<file path="config.mk">
export PLATFORM = sky130hd
export DESIGN_NAME = safe_torque_cutoff
export DESIGN_NICKNAME = d
export VERILOG_FILES = /design/src/torque_cutoff_pkg.sv /design/src/safe_torque_cutoff.sv
export SDC_FILE = /design/constraint.sdc
export NUM_CORES = 1
export LEC_CHECK = 0
export BUFFER_PORTS_ARGS = -buffer_cell sky130_fd_sc_hd__clkbuf_2
export CAP_MARGIN = 20
export CORE_AREA = 2 2 125 127
export CTS_BUF_LIST = sky130_fd_sc_hd__clkbuf_16
export DETAILED_ROUTE_END_ITERATION = 12
export DIE_AREA = 0 0 127 129
export GPL_ROUTABILITY_DRIVEN = 0
export HOLD_SLACK_MARGIN = 0.06
export PLACE_DENSITY = 0.49
export SETUP_SLACK_MARGIN = 0.05
export SLEW_MARGIN = 10
export SYNTH_ARGS = -nofsm -noshare
export SYNTH_HDL_FRONTEND = slang
export SYNTH_SLANG_ARGS = --single-unit
</file>
<file path="constraint.sdc">
create_clock -name clk -period 3 [get_ports clk]
set_input_delay 0.45 -clock clk [delete_from_list [all_inputs] [get_ports clk]]
set_output_delay 0.45 -clock clk [all_outputs]
set_load 0.02 [all_outputs]
</file>
<file path="src/torque_cutoff_pkg.sv">
// Constants and carrier types for the dual-channel torque cutoff monitor
package torque_cutoff_pkg;
  localparam int unsigned CLK_FREQ_HZ       = 100_000_000;        // System clock rate
  localparam int unsigned CLK_PERIOD_NS     = 10;                 // Clock period
  localparam int unsigned FILTER_TIME_MS    = 6;                  // Low-going filter, typical
  localparam int unsigned DISC_TIME_MS      = 2300;               // Discrepancy time, typical
  localparam int unsigned FILTER_CYCLES     = FILTER_TIME_MS * (CLK_FREQ_HZ / 1000);
  localparam int unsigned DISC_CYCLES       = DISC_TIME_MS * (CLK_FREQ_HZ / 1000);
  localparam int unsigned CNT_W             = 32;                 // Counter width
  localparam logic [1:0]  SYNC_RESET        = 2'h0;               // Synchroniser reset value

  // Channel pair carried together
  typedef struct packed {
    logic chan_a;
    logic chan_b;
  } permit_pair_type;

  // Supervision states
  typedef enum logic [1:0] {
    ST_SAFE,
    ST_RUN,
    ST_DISAGREE,
    ST_LOCKED
  } monitor_state_type;
endpackage : torque_cutoff_pkg

</file>
<file path="src/safe_torque_cutoff.sv">
// Dual-channel torque cutoff supervision with discrepancy latch
//
// Contract
// - Both low: block, trip, status on
// - Both high: run allowed, status off
// - Channels differ: block, trip, status off
// - Short discrepancy never raises fault
// - Torque stops within response window
// - Unpowered: no run, status off
// - Aux supply alone keeps status live
// - Supervision can never be disabled
// - Short low test pulses are ignored
`timescale 1ns/1ps
module safe_torque_cutoff
  import torque_cutoff_pkg::*;
#(
  parameter int unsigned FILTER_LEN = FILTER_CYCLES,  // Low filter length in cycles
  parameter int unsigned DISC_LEN   = DISC_CYCLES     // Discrepancy limit in cycles
) (
  // Clock and power-on reset
  input  wire logic            clk,
  input  wire logic            resetn,
  // Supply presence
  input  wire logic            logic_powered,      // Auxiliary or mains logic supply up
  input  wire logic            mains_powered,      // Power stage supply up
  // Permit channels
  input  wire permit_pair_type permit_in,
  input  wire logic            software_run,       // Run request from drive software
  // Results
  output logic                 torque_enable,      // Motor power allowed
  output logic                 start_allowed,      // Drive may start
  output logic                 cutoff_trip,        // Torque cutoff trip report
  output logic                 fault_latched,      // Discrepancy fault locked
  output logic                 safe_state_output_a,
  output logic                 safe_state_output_b
);

  // Two-stage synchronisers; first stage read only by second
  logic [1:0] sync1_reg;
  logic [1:0] sync2_reg;
  always_ff @(posedge clk or negedge resetn) begin
    if (!resetn) begin
      sync1_reg <= SYNC_RESET;
      sync2_reg <= SYNC_RESET;
    end else begin
      sync1_reg <= {permit_in.chan_a, permit_in.chan_b};
      sync2_reg <= sync1_reg;
    end
  end

  // Low-going filter per channel: rising is immediate, falling after FILTER_LEN
  // cycles. This trades a few ms of response for immunity to test pulses.
  logic [CNT_W-1:0] low_cnt_reg [2];
  logic [1:0]       filt_reg;
  always_ff @(posedge clk or negedge resetn) begin
    if (!resetn) begin
      low_cnt_reg[0] <= '0;
      low_cnt_reg[1] <= '0;
      filt_reg       <= 2'h0;
    end else begin
      for (int i = 0; i < 2; i++) begin
        if (sync2_reg[i]) begin
          low_cnt_reg[i] <= '0;
          filt_reg[i]    <= 1'b1;
        end else if (low_cnt_reg[i] >= CNT_W'(FILTER_LEN - 1)) begin
          filt_reg[i]    <= 1'b0;
        end else begin
          low_cnt_reg[i] <= low_cnt_reg[i] + 1'b1;
        end
      end
    end
  end

  // Decoded channel combinations
  wire both_high = filt_reg[1] & filt_reg[0];
  wire both_low  = ~filt_reg[1] & ~filt_reg[0];
  wire disagree  = filt_reg[1] ^ filt_reg[0];

  // Discrepancy timer, cleared whenever the channels agree
  logic [CNT_W-1:0]  disc_cnt_reg;
  monitor_state_type state_reg;
  monitor_state_type state_next;
  always_ff @(posedge clk or negedge resetn) begin
    if (!resetn) begin
      disc_cnt_reg <= '0;
    end else if (!disagree || state_reg == ST_LOCKED) begin
      disc_cnt_reg <= '0;
    end else begin
      disc_cnt_reg <= disc_cnt_reg + 1'b1;
    end
  end
  wire disc_expired = disc_cnt_reg >= CNT_W'(DISC_LEN - 1);

  // Next state; locked state has no exit but reset, which is power-on only
  always_comb begin
    state_next = state_reg;
    case (state_reg)
      ST_LOCKED:   state_next = ST_LOCKED;
      ST_DISAGREE: begin
        if (disc_expired)   state_next = ST_LOCKED;
        else if (both_low)  state_next = ST_SAFE;
        else if (both_high) state_next = ST_RUN;
      end
      default: begin
        if (disagree)       state_next = ST_DISAGREE;
        else if (both_high) state_next = ST_RUN;
        else                state_next = ST_SAFE;
      end
    endcase
  end

  // State register
  always_ff @(posedge clk or negedge resetn) begin
    if (!resetn) state_reg <= ST_SAFE;
    else         state_reg <= state_next;
  end

  // Output decode; no input disables supervision
  wire run_ok    = (state_next == ST_RUN) && logic_powered && mains_powered;
  wire status_on = (state_next == ST_SAFE) && logic_powered;

  // Registered outputs
  always_ff @(posedge clk or negedge resetn) begin
    if (!resetn) begin
      torque_enable       <= 1'b0;
      start_allowed       <= 1'b0;
      cutoff_trip         <= 1'b1;
      fault_latched       <= 1'b0;
      safe_state_output_a <= 1'b0;
      safe_state_output_b <= 1'b0;
    end else begin
      torque_enable       <= run_ok && software_run;
      start_allowed       <= run_ok;
      cutoff_trip         <= state_next != ST_RUN;
      fault_latched       <= state_next == ST_LOCKED;
      safe_state_output_a <= status_on;
      safe_state_output_b <= status_on;
    end
  end

  // Checks
  property p_lock_stays;
    @(posedge clk) disable iff (!resetn) fault_latched |=> fault_latched;
  endproperty
  a_lock_stays: assert property (p_lock_stays) else $error("fault cleared");

  property p_lock_no_run;
    @(posedge clk) disable iff (!resetn) fault_latched |-> !torque_enable && !start_allowed;
  endproperty
  a_lock_no_run: assert property (p_lock_no_run) else $error("run while locked");

  property p_status_excl;
    @(posedge clk) disable iff (!resetn) safe_state_output_a |-> !torque_enable && cutoff_trip;
  endproperty
  a_status_excl: assert property (p_status_excl) else $error("status on while running");

  property p_unpowered;
    @(posedge clk) disable iff (!resetn)
      !logic_powered |=> !torque_enable && !safe_state_output_a && !start_allowed;
  endproperty
  a_unpowered: assert property (p_unpowered) else $error("active while unpowered");

  property p_disagree_block;
    @(posedge clk) disable iff (!resetn) state_reg == ST_DISAGREE |-> !start_allowed;
  endproperty
  a_disagree_block: assert property (p_disagree_block) else $error("start in discrepancy");

  property p_short_disc;
    @(posedge clk) disable iff (!resetn)
      $rose(disagree) && !fault_latched |-> !fault_latched [*8];
  endproperty
  a_short_disc: assert property (p_short_disc) else $error("early fault");

  property p_run_both;
    @(posedge clk) disable iff (!resetn) start_allowed |-> $past(both_high);
  endproperty
  a_run_both: assert property (p_run_both) else $error("start without both permits");

  property p_pulse_immune;
    @(posedge clk) disable iff (!resetn) $fell(sync2_reg[0]) |=> filt_reg[0];
  endproperty
  a_pulse_immune: assert property (p_pulse_immune) else $error("pulse not filtered");

  property p_sync_path;
    @(posedge clk) disable iff (!resetn) $past(sync1_reg) != sync2_reg |-> 1'b0;
  endproperty
  a_sync_path: assert property (p_sync_path) else $error("synchroniser broken");

  c_run:    cover property (@(posedge clk) disable iff (!resetn) $rose(torque_enable));
  c_safe:   cover property (@(posedge clk) disable iff (!resetn) $rose(safe_state_output_a));
  c_lock:   cover property (@(posedge clk) disable iff (!resetn) $rose(fault_latched));
  c_recov:  cover property (@(posedge clk) disable iff (!resetn)
                            state_reg == ST_DISAGREE ##1 state_reg == ST_RUN);
endmodule : safe_torque_cutoff

</file>
==> results of run 1 <==
logic make-up (layout without fill, tap and decap cells):
kind of cell / after synthesis / count (layout) / share of synthesized area (%)
flip-flops: 109 / 109 / 52.4
multiplexers: 9 / 9 / 1.97
XOR/XNOR: 42 / 42 / 7.06
AO/OA/AOI/OAI: 69 / 69 / 10.1
adder cells (fa/ha/maj): 5 / 5 / 1.20
AND/OR/NAND/NOR: 244 / 244 / 24.9
buffers and inverters: 31 / 50 / 2.33
report_power, final:
group / leakage [nW] / switching, mW / total [mW] / internal, mW
logic: 0.810 / 0.0708 / 0.104 / 0.0335
clock network: 0.136 / 0.588 / 1.17 / 0.583
registers: 1.48 / 0.0265 / 1.52 / 1.49
total: 2.43 / 0.685 / 2.79 / 2.11
final timing paths:
check / startpoint / to / slack [ns] / cells past startpoint
max in group asynchronous: resetn / low_cnt_reg[46]$_DFFE_PN0P_ / 2.10 / 2
min reg2reg: sync1_reg[0]$_DFF_PN0_ / sync2_reg[0]$_DFF_PN0_ / 0.35 / 0
min: resetn / low_cnt_reg[0]$_DFFE_PN0P_ / 0.14 / 1
min in group clk: permit_in[1] / sync1_reg[1]$_DFF_PN0_ / 0.20 / 1
max reg2reg: low_cnt_reg[47]$_DFFE_PN0P_ / low_cnt_reg[41]$_DFFE_PN0P_ / 0.59 / 5
max: low_cnt_reg[47]$_DFFE_PN0P_ / low_cnt_reg[41]$_DFFE_PN0P_ / 0.59 / 5
per-stage QoR:
step           cells  power (mW)  worst slack (ns)
3_5_place_dp     700        1.66             0.601
5_1_grt          716        2.94             0.374
3_3_place_gp     700        1.65             0.632
6_report         716        2.79             0.590
2_1_floorplan    509        1.59             0.749
4_1_cts          716        2.86             0.570
layer usage:
layer  vias up  share of wire [%]  track usage, %
met1      1797                 52            18.2
met3         9                3.2            3.87
li1       1837                  -               -
met5         -                  0               0
met4         0                1.1            4.20
met2        52                 44            20.1
critical path, stage by stage, from the launching register on:
cell,delay [ns]
dfrtp_1,0.45
or4_4,0.54
a311o_4,0.46
a211oi_4,0.42
nand3_2,0.13
mux2_4,0.30
Yosys cell counts (3+ instances only):
master and instances:
xor2_1 24, nor3_1 8, o31ai_1 8, clkbuf_1 17, or3_1 3, a21oi_1 22
nor2_1 69, dfrtp_1 108, and4_1 4, and2_1 4, a2111oi_0 3, and3_1 9
o21ai_0 6, mux2_1 4, ha_1 5, nor4_1 13, a211oi_1 5, nand2_1 26
a31o_2 4, nand4_1 24, nand3_1 26, nor2b_1 31, xnor2_1 18, nand3b_1 3
inv_1 12, nand2b_1 7, or4_1 8
cell type report:
class                   instances  area (um2)
multi-input cells             369        2360
clock buffers                   9         225
repair buffers                 22         138
inverters                      12        45.0
well taps                     188         235
flip-flops and latches        109        2730
fillers                      1485        9180
clock inverters                 7        63.8
==> flow_summary.ini, run 1 <==
[synth]
synth_nets = 521
synth_edf_count = 0
ys_ff_latch = 109
yosysWarnings = 0
synth_top_area_share_pct = 51.9
netlist_instances = 509
syn_area_per_cell_um2 = 10.2
synthTopCellsByArea = dfrtp_1 52%, nor2_1 5.0%, xor2_1 4.0%
yosys.area.top_type = dfrtp_1
yosysSeqAreaShare_pct = 52.4
ys.flop_type = dfrtp_1
synth.cell_area_mm2 = 0.00521
synth.distinct_cells = 57
async_flop_share_pct = 100

[die]
die_area_mm2 = 0.0164
chipWidth_um = 127
ios = 13
start_util_pct = 34.8
row_count = 45
core_region_area_mm2 = 0.0150
die_y_um = 129

[global_routing]
overflow = 0
grt_max_degree = 55
grt_pass1_wl_um = 17400
grt_pass1_vias = 3584
grt_antenna_before_repair = 0
gr-usage-all-layers_pct = 13.2

[power_and_ir_drop]
pwr_density_cell_mw_per_mm2 = 482
p_leak_nw = 2.43
peakVddDrop_mv = 0.276

[flow_run]
cap_violations = 0

[sta]
fin_crit_ns = 2.41
hold_viol = 0
rsz0062_at_grt = false
slew_viol_final = 0
relSlewSlack_pct = 39.6
holdWs_ns = 0.144
worst_pin_slew_ns = 0.905
finalClockSkew_ns = 0.00710
setup_viol = 0
fmax_mhz = 415
final.setup.tns_ns = 0
fin_crit_sh_pct = 80.3

[placement]
place.port_buffers = 12
hpwl_um = 6440
place_area_mm2 = 0.00551

[outcome]
status = completed

[finish]
layout_common_cells = 108 x dfrtp_1, 69 x nor2_1, 31 x nor2b_1
stdcell_area_mm2 = 0.00579
final_util_pct = 38.7
synthToLayoutAreaGrowth_pct = 11.2
diodes = 0
final_common_cell = dfrtp_1
largest_reg_flops = 64
layout.nets = 535
drive_above_1_share_pct = 10.8

[worst_setup_path]
cp_max_fo = 7
cp-start-kind = register
critPathCaptureType = register
path_class = register to register
crit_arrival_ns = 2.66
required_ns = 3.25

[clocking]
clock_path_buffers = 2
clock_sinks = 109
cts_buffers = 9
clk_pin_slew_worst_paths_ns = 0.08
post_cts_buffers = 0
clkLatencyLatePin_ns = 0.35
cts_tree = built
htreeDepth = 3
post_cts_resized = 0
postCtsHoldBufs = 0
ctsRootBufferMaster = clkbuf_16

[route]
ant_nets = 0
viasPerCell = 5.16
drcViolationCount = 0
drtIter0Drc = 189
vias = 3695
firstDrtPassIters = 5
wirelength_um = 9920
wl_per_cell_um = 13.9

[hold_path]
hp-class = primary input to async pin
Note: power is estimated with default switching activity, not from simulation.
==> run 2: changes to the inputs <==
- PLACE_DENSITY: 0.49 -> 0.51
- clock period: 3 -> 2.19 ns (I/O delays scaled with it)
==> flow_summary.ini, run 2 (synthesis gave the netlist of run 1 again) <==
[sta]
final.setup.tns_ns = -0.0209
rsz0062_at_grt = true
fmax_mhz = 452
fin_crit_ns = 2.21
holdWs_ns = 0.0837
finalClockSkew_ns = 0.00902
relSlewSlack_pct = 59.1
slew_viol_final = 0
fin_crit_sh_pct = 101
hold_viol = 0
fin_ws_ns = -0.0209
worst_pin_slew_ns = 0.613
setup_viol = 1

[clocking]
cts_tree = built
clk_pin_slew_worst_paths_ns = 0.07
ctsRootBufferMaster = clkbuf_16
clkLatencyLatePin_ns = 0.35
htreeDepth = 3
cts_buffers = 9
clock_path_buffers = 2
clock_sinks = 109

[global_routing]
grt_max_degree = 56
grt_antenna_before_repair = 0
overflow = 0
grt_pass1_wl_um = 17800
gr-usage-all-layers_pct = 13.5
grt_pass1_vias = 3684

[route]
firstDrtPassIters = 4
ant_nets = 0
vias = 3851
wl_per_cell_um = 13.6
drcViolationCount = 0
drtIter0Drc = 236
viasPerCell = 5.13
wirelength_um = 10200

[worst_setup_path]
path_cells = or4_4 > a311o_4 > a211oi_4 > nand4_1 > mux2_4
cp-endpoint = low_cnt_reg[42]$_DFFE_PN0P_
r2r_cells = 5
critPathCaptureType = register
cp_max_fo = 5
cp_slowest_cell = or4_4
cp-start-kind = register
required_ns = 2.42
worst_r2r_startpoint = low_cnt_reg[46]$_DFFE_PN0P_
path_class = register to register
reg2reg_slack_ns = -0.02
crit_arrival_ns = 2.45
max_stage_delay_ns = 0.54
critPathLaunch = low_cnt_reg[46]$_DFFE_PN0P_
timing.rr.end = low_cnt_reg[42]$_DFFE_PN0P_

[power_and_ir_drop]
peakVddDrop_mv = 0.335
p_leak_nw = 2.65
pwr_density_cell_mw_per_mm2 = 623
finalPower_mw = 3.84

[placement]
place.port_buffers = 12
hpwl_um = 6770
post-place-ws_ns = -0.00663
place_inst = 729

[hold_path]
hold_start = permit_in[0]
hp-class = primary input to register

[die]
die_area_mm2 = 0.0164
chipWidth_um = 127
row_count = 45
start_util_pct = 34.8
ios = 13
core_region_area_mm2 = 0.0150
die_y_um = 129

[outcome]
violations = negative setup slack
status = finished with violations

[finish]
drive_above_1_share_pct = 18.3
layout_common_cells = 108 x dfrtp_1, 69 x nor2_1, 41 x buf_4
stdcell_count = 751
synthToLayoutAreaGrowth_pct = 18.2
diodes = 0
final_common_cell = dfrtp_1
largest_reg_flops = 64
layout.nets = 570
fillers = 1459

[flow_run]
cap_violations = 0
-- run 2: cell count changes in the layout (fill, tap and decap cells not counted), moves of 4 or more --
cell      before  now
mux2_1         4    0
mux2_4         1    5
buf_4         11   41
clkinv_2       0    4
-- run 2: timing repair --
item,CTS,global route
gates resized for setup,5,12
setup endpoints to repair,10,28
buffers inserted,0,4
hold buffers,1,0
pin swaps,3,6
endpoints found under the hold margin,29,0
gates cloned,0,1
-- run 2: cell type report --
class | count | area, um2 | area share (%)
sequential | 109 | 2730 | 44.3
clock buffer | 9 | 225 | 3.66
multi-input combinational | 370 | 2440 | 39.6
clock inverter | 7 | 66.3 | 1.08
inverter | 12 | 45.0 | 0.732
tap | 188 | 235 | 3.82
timing repair buffer | 56 | 415 | 6.75
-- run 2: worst max-delay path, delay by kind of cell (launching register included) --
| kind | cells | cell delay [ns] |
|---|---|---|
| flip-flops | 1 | 0.38 |
| multiplexers | 1 | 0.32 |
| AO/OA/AOI/OAI | 2 | 0.69 |
| AND/OR/NAND/NOR | 2 | 0.70 |
-- run 2: layer usage --
layer | GRT usage, % | share of wire (%) | vias to the layer above
met1 | 18.0 | 49 | 1892
met3 | 4.16 | 2.9 | 4
met2 | 21.3 | 47 | 45
met5 | 0 | 0 | -
met4 | 3.81 | 0.51 | 0
li1 | - | - | 1910
-- run 2: per-stage QoR --
| step | area (um2) | utilization (%) |
|---|---|---|
| after floorplan | 5210 | - |
| after global placement | 5740 | 38.3 |
| after detailed placement | 5740 | 38.3 |
| after CTS | 6060 | 40.5 |
| after global routing | 6160 | 41.1 |
| final | 6160 | 41.1 |
-- run 2: worst min path at each step --
stage	end	slack, ns	cells past startpoint
detailed placement	low_cnt_reg[3]$_DFFE_PN0P_	0.30	1
global placement	low_cnt_reg[3]$_DFFE_PN0P_	0.30	1
CTS	sync1_reg[0]$_DFF_PN0_	0.06	1
finish	sync1_reg[0]$_DFF_PN0_	0.08	1
global route	sync1_reg[1]$_DFF_PN0_	0.06	1
floorplan	disc_cnt_reg[0]$_DFF_PN0_	0.03	0
-- run 2: power breakdown --
part | internal [mW] | switching (mW) | leakage (nW)
combinational | 0.0520 | 0.105 | 1.02
sequential | 2.04 | 0.0286 | 1.48
clock | 0.881 | 0.727 | 0.145
